`config.mk`:
```
export PLATFORM = sky130hd
export DESIGN_NAME = pors_top
export DESIGN_NICKNAME = d
export VERILOG_FILES = /design/src/pkg/pors_pkg.sv /design/src/verilog/pors_top.sv /design/src/verilog/pors_sync.sv
export VERILOG_INCLUDE_DIRS = /design/src /design/src/pkg
export SDC_FILE = /design/constraint.sdc
export NUM_CORES = 1
export LEC_CHECK = 0
export CAP_MARGIN = 20
export CORE_ASPECT_RATIO = 1.2
export CORE_MARGIN = 5
export CORE_UTILIZATION = 50
export DETAILED_ROUTE_END_ITERATION = 12
export DONT_BUFFER_PORTS = 1
export PLACE_DENSITY = 0.74
export REMOVE_ABC_BUFFERS = 1
export SETUP_SLACK_MARGIN = 0.5
export SLEW_MARGIN = 20
export SYNTH_ARGS = -nofsm -noshare
export SYNTH_HDL_FRONTEND = slang
export SYNTH_SLANG_ARGS = --single-unit
```
`constraint.sdc`:
```
create_clock -name core_clk -period 3.05 [get_ports core_clk]
set_input_delay 0.61 -clock core_clk [delete_from_list [all_inputs] [get_ports core_clk]]
set_output_delay 0.61 -clock core_clk [all_outputs]
set_load 0.05 [all_outputs]
```
`src/pkg/pors_consts.svh`:
```
// Constants for the power-on reset sequencer
`ifndef PORS_CONSTS_SVH
`define PORS_CONSTS_SVH
`define PORS_CLK_HZ 10000000
`define PORS_LOCK_MS 60
`define PORS_LOCK_CYC ((`PORS_CLK_HZ / 1000) * `PORS_LOCK_MS)
`define PORS_CNT_W 24
`define PORS_PARK_CYC 16
`define PORS_SYNC_RST 2'h0
`define PORS_CTL_RST 8'hE1
`define PORS_ZERO_CNT 24'h000000
`define PORS_ONE_CNT 24'h000001
`endif

```
`src/pkg/pors_pkg.sv`:
```
// Types for the power-on reset sequencer
package pors_pkg;
   typedef enum logic [4:0]
   {
      PORS_OFF = 5'h01,
      PORS_LOCK = 5'h02,
      PORS_RUN = 5'h04,
      PORS_PARK = 5'h08,
      PORS_SYSRST = 5'h10
   } pors_state_t;
   typedef struct packed
   {
      logic pll_rst;
      logic cpu_rst;
      logic periph_rst;
      logic periph_clk_en;
      logic cpu_clk_en;
      logic domains_on;
      logic hv_rail_en;
      logic io_oe_n;
   } pors_ctl_t;
endpackage

```
`src/verilog/pors_top.sv`:
```
// Power-on and system reset sequencer
`timescale 1ns/1ps
`default_nettype none
`include "pors_consts.svh"
module pors_top
   import pors_pkg::*;
#(
   parameter logic [23:0] LOCK_CYCLES = 24'(`PORS_LOCK_CYC)
)
(
   input wire logic core_clk, // Reference clock
   input wire logic reset, // Async reset
   input wire logic power_on_sense, // Monitor says power good
   input wire logic supply_fail_warning, // Low: supply about to fail
   input wire logic sys_reset_req, // Watchdog or strike reset pulse
   input wire logic low_power_req, // Software low power mode level
   input wire logic periph_release, // Processor releases clocks
   input wire logic rail_enable_req, // Processor enables 1.8 V rail
   input wire logic park_done, // Mirror array parked
   output logic master_pll_rst, // PLL reset, high active
   output logic cpu_rst, // Processor resets
   output logic periph_rst, // Other block resets
   output logic periph_clk_en, // Other clocks enable
   output logic cpu_clk_en, // Processor clocks enable
   output logic domains_on, // Power gating all on
   output logic hv_rail_en, // 1.8 V rail enable
   output logic io_oe_n, // Pad enable, low drives
   output logic park_req // Park the mirror array
);
   //////////////////////////////////////////////////////////////
   logic pos_sync;
   logic warn_sync;
   logic por_rst;
   pors_state_t state_q, state_d;
   logic [23:0] cnt_q, cnt_d;
   logic lowpwr_q, lowpwr_d;
   pors_ctl_t ctl_q, ctl_d;
   logic park_q, park_d;
   logic cnt_done;
   logic warn_hit;

   function automatic pors_ctl_t ctl_default(input logic keep_rail_off);
      pors_ctl_t c;
      c = '0;
      c.pll_rst = 1'b0;
      c.cpu_rst = 1'b0;
      c.periph_rst = 1'b1;
      c.periph_clk_en = 1'b0;
      c.cpu_clk_en = 1'b1;
      c.domains_on = 1'b1;
      c.hv_rail_en = !keep_rail_off;
      c.io_oe_n = 1'b0;
      return c;
   endfunction

   function automatic pors_ctl_t ctl_held(input logic pll_on);
      pors_ctl_t c;
      c = '0;
      c.pll_rst = !pll_on;
      c.cpu_rst = 1'b1;
      c.periph_rst = 1'b1;
      c.io_oe_n = 1'b1;
      return c;
   endfunction

   //////////////////////////////////////////////////////////////
   // Synchronisers
   pors_sync u_pos_sync
   (
      .core_clk(core_clk),
      .reset(reset),
      .async_in(power_on_sense),
      .sync_out(pos_sync)
   );
   pors_sync u_warn_sync
   (
      .core_clk(core_clk),
      .reset(reset),
      .async_in(supply_fail_warning),
      .sync_out(warn_sync)
   );

   assign por_rst = reset | ~power_on_sense;
   assign cnt_done = (cnt_q == LOCK_CYCLES - `PORS_ONE_CNT);
   assign warn_hit = ~warn_sync;

   //////////////////////////////////////////////////////////////
   // Sequencer
   always_comb
   begin
      state_d = state_q;
      cnt_d = cnt_q;
      lowpwr_d = lowpwr_q;
      ctl_d = ctl_q;
      park_d = 1'b0;
      unique case (state_q)
         PORS_OFF:
         begin
            ctl_d = ctl_held(1'b0);
            cnt_d = `PORS_ZERO_CNT;
            if (pos_sync)
            begin
               state_d = PORS_LOCK;
               ctl_d = ctl_held(1'b1);
            end
         end
         PORS_LOCK:
         begin
            cnt_d = cnt_q + `PORS_ONE_CNT;
            if (cnt_done)
            begin
               state_d = PORS_RUN;
               ctl_d = ctl_default(lowpwr_q);
            end
         end
         PORS_RUN:
         begin
            lowpwr_d = low_power_req;
            if (periph_release)
            begin
               ctl_d.periph_rst = 1'b0;
               ctl_d.periph_clk_en = 1'b1;
            end
            if (rail_enable_req)
               ctl_d.hv_rail_en = 1'b1;
            if (low_power_req)
               ctl_d.hv_rail_en = 1'b0;
            if (warn_hit)
            begin
               state_d = PORS_PARK;
               park_d = 1'b1;
               cnt_d = `PORS_ZERO_CNT;
            end
            else if (sys_reset_req)
               state_d = PORS_SYSRST;
         end
         PORS_PARK:
         begin
            park_d = 1'b1;
            cnt_d = cnt_q + `PORS_ONE_CNT;
            if (park_done || cnt_q == 24'(`PORS_PARK_CYC))
               state_d = PORS_SYSRST;
         end
         PORS_SYSRST:
         begin
            ctl_d = ctl_held(1'b1);
            ctl_d.io_oe_n = 1'b0;
            cnt_d = `PORS_ZERO_CNT;
            state_d = PORS_LOCK;
         end
         default:
         begin
            state_d = PORS_OFF;
         end
      endcase
   end

   always_ff @(posedge core_clk or posedge por_rst)
   begin
      if (por_rst)
      begin
         state_q <= PORS_OFF;
         cnt_q <= `PORS_ZERO_CNT;
         lowpwr_q <= 1'b0;
         ctl_q <= `PORS_CTL_RST;
         park_q <= 1'b0;
      end
      else
      begin
         state_q <= state_d;
         cnt_q <= cnt_d;
         lowpwr_q <= lowpwr_d;
         ctl_q <= ctl_d;
         park_q <= park_d;
      end
   end

   assign master_pll_rst = ctl_q.pll_rst;
   assign cpu_rst = ctl_q.cpu_rst;
   assign periph_rst = ctl_q.periph_rst;
   assign periph_clk_en = ctl_q.periph_clk_en;
   assign cpu_clk_en = ctl_q.cpu_clk_en;
   assign domains_on = ctl_q.domains_on;
   assign hv_rail_en = ctl_q.hv_rail_en;
   assign io_oe_n = ctl_q.io_oe_n;
   assign park_req = park_q;

   //////////////////////////////////////////////////////////////
   // Checks
   pll_first_a: assert property (
      @(posedge core_clk) disable iff (por_rst)
      !master_pll_rst || cpu_rst)
      else $error("pll reset released after cpu");
   sense_hold_a: assert property (
      @(posedge core_clk) disable iff (reset)
      !power_on_sense |-> ##1 (cpu_rst && io_oe_n))
      else $error("sense low but not held");
   lock_wait_a: assert property (
      @(posedge core_clk) disable iff (por_rst)
      $fell(master_pll_rst) |-> ##1 cpu_rst)
      else $error("cpu released too early");
   cpu_release_a: assert property (
      @(posedge core_clk) disable iff (por_rst)
      $fell(cpu_rst) |-> (cpu_clk_en && domains_on))
      else $error("cpu released without defaults");
   periph_dflt_a: assert property (
      @(posedge core_clk) disable iff (por_rst)
      $fell(cpu_rst) |-> (periph_rst && !periph_clk_en))
      else $error("peripheral defaults wrong");
   rail_lowpwr_a: assert property (
      @(posedge core_clk) disable iff (por_rst)
      ($fell(cpu_rst) && lowpwr_q) |-> !hv_rail_en)
      else $error("rail on after low power reset");
   park_first_a: assert property (
      @(posedge core_clk) disable iff (por_rst)
      (state_q == PORS_RUN && warn_hit) |-> ##1 park_req)
      else $error("no park on fail warning");
   sysrst_dflt_a: assert property (
      @(posedge core_clk) disable iff (por_rst)
      (state_q == PORS_SYSRST) |-> ##1 (cpu_rst && periph_rst))
      else $error("system reset defaults missing");
endmodule
`default_nettype wire

```
`src/verilog/pors_sync.sv`:
```
// Two-stage synchroniser for one level
`timescale 1ns/1ps
`default_nettype none
`include "pors_consts.svh"
module pors_sync
(
   input wire logic core_clk, // Clock
   input wire logic reset, // Async reset
   input wire logic async_in, // Raw level
   output logic sync_out // Synchronised level
);
   logic [1:0] stage_q;
   always_ff @(posedge core_clk or posedge reset)
   begin
      if (reset)
         stage_q <= `PORS_SYNC_RST;
      else
         stage_q <= {stage_q[0], async_in};
   end
   assign sync_out = stage_q[1];
endmodule
`default_nettype wire

```
Yosys cells after proc, flatten, opt, wreduce, memory -nomap -nowiden

Cells that the tools add are included.

Output and inout bits: 9
Input port bits: 9
Word-level logic and storage cells: 63
Register bits after elaboration: 43

Add/subtract/negate cells: 1
Reductions and logical operators: 12
Equal/unequal tests: 14
Bitwise operators: 2
Mux-type cells: 20

Operators by type and width:

| kind                                                                     | number |
|---|---|
| 24-bit one-hot mux with 3 select lines                                   | 1 |
| 5-bit two-way mux                                                        | 5 |
| 5-bit one-hot mux with 5 select lines                                    | 1 |
| 24-bit by 1-bit adder with 24-bit output (second input constant)         | 1 |
| 24-bit by 20-bit equality test with 1-bit output (second input constant) | 1 |
| 24-bit by 5-bit equality test with 1-bit output (second input constant)  | 1 |
| 24-bit two-way mux                                                       | 1 |
| 8-bit two-way mux                                                        | 2 |
| 2-bit one-hot mux with 3 select lines                                    | 2 |
| 2-bit != test (second input constant)                                    | 4 |
| 2-bit one-hot mux with 4 select lines                                    | 1 |
| 3-bit != test (second input constant)                                    | 2 |
| 3-bit AND reduction                                                      | 2 |
| 3-bit nonzero test                                                       | 2 |
| 5-bit by 1-bit equality test with 1-bit output (second input constant)   | 1 |
| 5-bit by 2-bit equality test with 1-bit output (second input constant)   | 1 |
| 5-bit by 3-bit equality test with 1-bit output (second input constant)   | 1 |
| 5-bit by 4-bit equality test with 1-bit output (second input constant)   | 1 |
| 5-bit equality test (second input constant)                              | 1 |
| 1-bit one-hot mux with 4 select lines                                    | 1 |
| 2-bit AND reduction                                                      | 2 |
| 4-bit AND reduction                                                      | 1 |
| 4-bit nonzero test                                                       | 1 |
| 2-bit OR reduction                                                       | 2 |
| other kinds (9)                                                          | 11 |

Logic depth before layout (Yosys ltp)

Depth after elaboration: 4
Mapped depth: 8
Mapped depth without buffers: 7

Cells and area by module

From an unflattened synthesis, not the netlist that was laid out.

Cells, all modules: 241
Area, all modules: 2272.2 µm²

By module, submodules not included:

| module    | instances | cells each | sequential area each (µm²) | area an instance (µm²) |
|---|---|---|---|---|
| pors_top  | 1         | 235        | 957.2                      | 2164.6 |
| pors_sync | 2         | 3          | 50.0                       | 53.8 |

Worst setup path after synthesis

OpenSTA, ideal clock, no wires.

Path type: reg2reg
Start: reg state_q[2]
End: reg cnt_q[12]
Buffers on the path: 1
Period minus slack after synthesis: 1.788 ns
Arrival: 1.711 ns
Required time: 2.973 ns
Setup time: 0.077 ns
Cell stages (with the launch flop): 7
Setup slack: 1.262 ns
Cell sequence: dfrtp_1 -> or3_1 -> a2bb2oi_2 -> and2_1 -> buf_6 -> or3_1 -> a21oi_1

Longest elaborated chain between the ends: 4
Elaborated cells between the ends (all ways): 11
Classes of those cells: eq/ne (6); mux (1); reduce/logical (4)

RTL lines:

| what                                                                   | RTL line        | source |
|---|---|---|
| start, declared                                                        | pors_top.sv:34  | `pors_state_t state_q, state_d;` |
| start signal, assigned                                                 | pors_top.sv:170 | `state_q <= state_d;` |
| 5-bit by 2-bit equality test with 1-bit output (tied with other cells) | pors_top.sv:96  | `unique case (state_q)` |
| 2-bit OR reduction (no source line)                                    | --              |  |
| 3-bit nonzero test (no source line)                                    | --              |  |
| 2-bit AND reduction (no source line)                                   | --              |  |
| end signal, assigned                                                   | pors_top.sv:163 | `` cnt_q <= `PORS_ZERO_CNT; `` |
| end signal, assigned                                                   | pors_top.sv:171 | `cnt_q <= cnt_d;` |
| end, declared                                                          | pors_top.sv:35  | `logic [23:0] cnt_q, cnt_d;` |

Parallel ways exist; a longest one is shown, timed or not.
A chain may end at the register's enable or synchronous reset.

Final worst setup path

Start: reg state_q[0]
End: reg cnt_q[12]

Same word-level chain as after synthesis.

==> impl_summary.md <==
CTS
The H-tree was split into 2 levels. The tree is rooted in a clkbuf_8. After clock tree synthesis, the clock-pin slew on the worst setup and hold paths is 0.08 ns.

After clock tree synthesis, the repair step resized 0 gates. The tree built by TritonCTS fans out to 42 sinks. The maximum clock path buffer count is 2. The number of buffers inserted to repair setup after CTS is 0. The total of hold buffers inserted after clock tree synthesis is 0. TritonCTS built the clock tree. Buffers inserted during clock tree synthesis total 5. For the worst-skew pair, the clock arrives at the later sink with an insertion delay of 0.30 ns.

Final layout
The fraction of layout cells with a size suffix above 1 is 11.8%. The number of non-filler instances in the completed layout is 296. After routing the design area is 2430 um2. The number of nets in the finished design is 248. The final-layout fill cell count is 402. The relative area change from synthesis to final layout is 4.53%. The antenna cell count is 0.

Routing
The detail-routed via count per cell is 6.27. For this run, design rule violations remaining after detail routing come to 0. The first detailed-routing pass ran for 4 iterations. In the final routed layout, each cell accounts on average for 16.6 um. In this run, the number of DRC markers left after iteration 0 of detailed routing was 256. The total wire length after detailed routing is 4920 um. The number of nets still failing antenna checks after routing is 0. The final route contains 1856 vias.

Synth
The mapped netlist covers 2320 um2. The area share of the largest cell type after synthesis is 39.9%. By count the netlist is led by 37 x dfrtp_1, 17 x nand2_1, 17 x nor2_1. The share of the yosys chip area belonging to registers is 45.6%. For this run, asynchronously set or reset flops after synthesis account for 100%. The post-synthesis cell count is 241. By area the synthesized netlist is led by dfrtp_1 40%, dfstp_2 5.7%, xnor2_1 3.8%, nand2_1 2.7%, nor2_1 2.7%. A synthesized cell averages 9.63 um2. In this run, distinct cell masters in the synthesized netlist total 55. The total of flip-flops plus latches after synthesis is 42. The number of flops mapped to enable cells by yosys is 0. The most area-hungry cell type in the Yosys netlist is dfrtp_1.

The most used flip-flop cell after synthesis is dfrtp_1. Yosys printed 0 warnings. In the post-synthesis netlist, the cell with the most instances is dfrtp_1.

Pwr
Internal power comes to 1000 uW. Registers are responsible for 48.3% of the overall power. Net switching is 41.0% of the power. The clock network burns 21.8% of the power. The switching power is 697 uW. Dividing total power by cell area gives a power density of 700 nW/um2. The total chip power is 1700 uW. IR analysis of the VDD net gives a maximum drop of 0.229 mV.

The static power due to leakage is 0.000969 uW. Combinational cells account for 29.8% of the total power.

Setup path
STA puts the critical path data arrival time at 2.58 ns. Data on the critical path is required at its endpoint by 3.27 ns. The element type at the critical path end is a flip-flop. The type of the worst setup path is flip-flop to flip-flop.

In this run the worst path has a maximum fanout of 17. The register-to-register path setup slack is 0.69 ns. The startpoint kind of the worst setup timing path is a flip-flop.

Timing
The worst clock skew is 0.00868 ns. The max-slew violation total from the final report was 0. The actual slew at the worst max-slew pin is 0.900 ns.

The fraction of the cycle the final worst path needs is 77.2%. The final count of negative-setup-slack endpoints is 0. Derived from the worst setup path, the maximum achievable clock frequency is 424 MHz. Setup repair after global routing left no endpoint under its margin. The worst pin sits at a relative slew slack of 40.0%. The aggregate negative setup slack is 0 ns. The hold violation total from the final report is 0. The clock period could shrink to 2.36 ns.

Outcome
The run finished with clean final reports.

Global routing
The via count of the first global-routing pass is 1759. The overall fraction of global-route tracks in use is 17.0%. The number of antenna violations at the first check in global routing came to 0. Entering global routing, the biggest net connects 39 pins. After global routing the overflow that remains totals 0. The global-route wire length before repair is 8290 um.

Floorplan
The count of boundary I/O pins is 18. The die covers 6110 um2. The horizontal extent of the die is 72.2 um.

The height of the die is 84.6 um. The core region is 4560 um2. The number of placement rows is 27.

The initial utilization of the core area, before any placement, comes to 50.9%.

Place
The wire-length estimate of the detail-placed layout is 3440 um. The number of buffers added on ports is 0. In this run the cell area measured after placement is 2330 um2. The number of placed cells counting well taps is 288. The final weighted congestion in routability-driven placement is 0.886.

Job
The number of maximum-capacitance constraint violations is 0.

Worst hold path
The worst hold path belongs to the class input pin to asynchronous set/reset pin.
## stage by stage
step / hold slack (ns) / util [%] / setup WS [ns]
6_report: 0.0668 / 53.2 / 0.694
5_1_grt: 0.0707 / 53.2 / 0.559
4_1_cts: 0.0694 / 53.2 / 0.704
3_5_place_dp: 0.335 / 51.2 / 0.728
3_3_place_gp: 0.333 / 51.2 / 0.822
2_1_floorplan: 0.331 / - / 0.192
## worst paths after layout
check	startpoint	end	cells after the start
hold / removal	reset	u_pos_sync.stage_q[1]	1
max in group asynchronous	power_on_sense	periph_rst	2
setup reg to reg	state_q[0]	cnt_q[12]	5
setup / recovery	state_q[0]	cnt_q[12]	5
hold reg to reg	u_warn_sync.stage_q[0]	u_warn_sync.stage_q[1]	0
min in group core_clk	u_warn_sync.stage_q[0]	u_warn_sync.stage_q[1]	0
## placed cells by master (no fill, tap or decap), drive strengths merged, types with 5 or more instances in the layout
master	n
dfstp	5
a21oi	10
or3	5
xnor2	11
dfrtp	37
inv	11
and2	6
nor4	8
nand2	17
a2111oi	5
nand3	12
and3	5
nor2	18
o21ai	20
o31ai	5
clkbuf	7
nand4	8
## layout make-up
type	instances	area, um2	area share [%]
Multi-Input combinational cell	175	1150	47.3
Sequential cell	42	1060	43.6
Clock buffer	7	86.3	3.56
Tap cell	58	72.6	2.99
Inverter	11	41.3	1.70
Timing Repair Buffer	2	15.0	0.619
Clock inverter	1	5.00	0.206
## sequential cells by signal, indices dropped and copies added (netlist names)
| signal | cells |
|---|---|
| u_warn_sync.stage_q | 2 |
| lowpwr_q | 1 |
| state_q | 5 |
| cnt_q | 24 |
| park_req | 1 |
| periph_rst | 1 |
| cpu_rst | 1 |
| io_oe_n | 1 |
| u_pos_sync.stage_q | 2 |
| periph_clk_en | 1 |
| master_pll_rst | 1 |
| cpu_clk_en | 1 |
| hv_rail_en | 1 |
## metal layers
layer	vias to the layer above	routed length (um)	GRT usage (%)	share of wire, %
met5	-	0	0	0
met3	11	289	3.95	5.9
li1	886	-	-	-
met4	0	151	8.21	3.1
met2	68	2340	26.3	48
met1	891	2140	22.2	43
## power by group through the flow
stage | logic, uW | clock network, uW | registers [uW]
final | 507 | 371 | 821
after detailed placement | 504 | 0 | 833
after global placement | 494 | 0 | 828
after global routing | 564 | 401 | 832
after CTS | 507 | 378 | 822
after floorplan | 390 | 0 | 814
## cell families after synthesis
logic type / Yosys count / share of synthesized area (%)
compound gates: 61 / 18.3
xor+xnor: 11 / 4.47
fa+ha+maj: 2 / 1.08
buf+inv: 24 / 5.55
flops: 42 / 45.6
mux: 1 / 0.485
simple gates: 100 / 24.5
## critical path, cell delays in order (launching register included)
cell and delay [ns]:
dfstp_2 0.70, or3_1 0.17, a2bb2oi_2 0.42, and2_1 0.60, nor2_2 0.21, a21oi_1 0.17
Note: power is estimated with default switching activity, not from simulation.
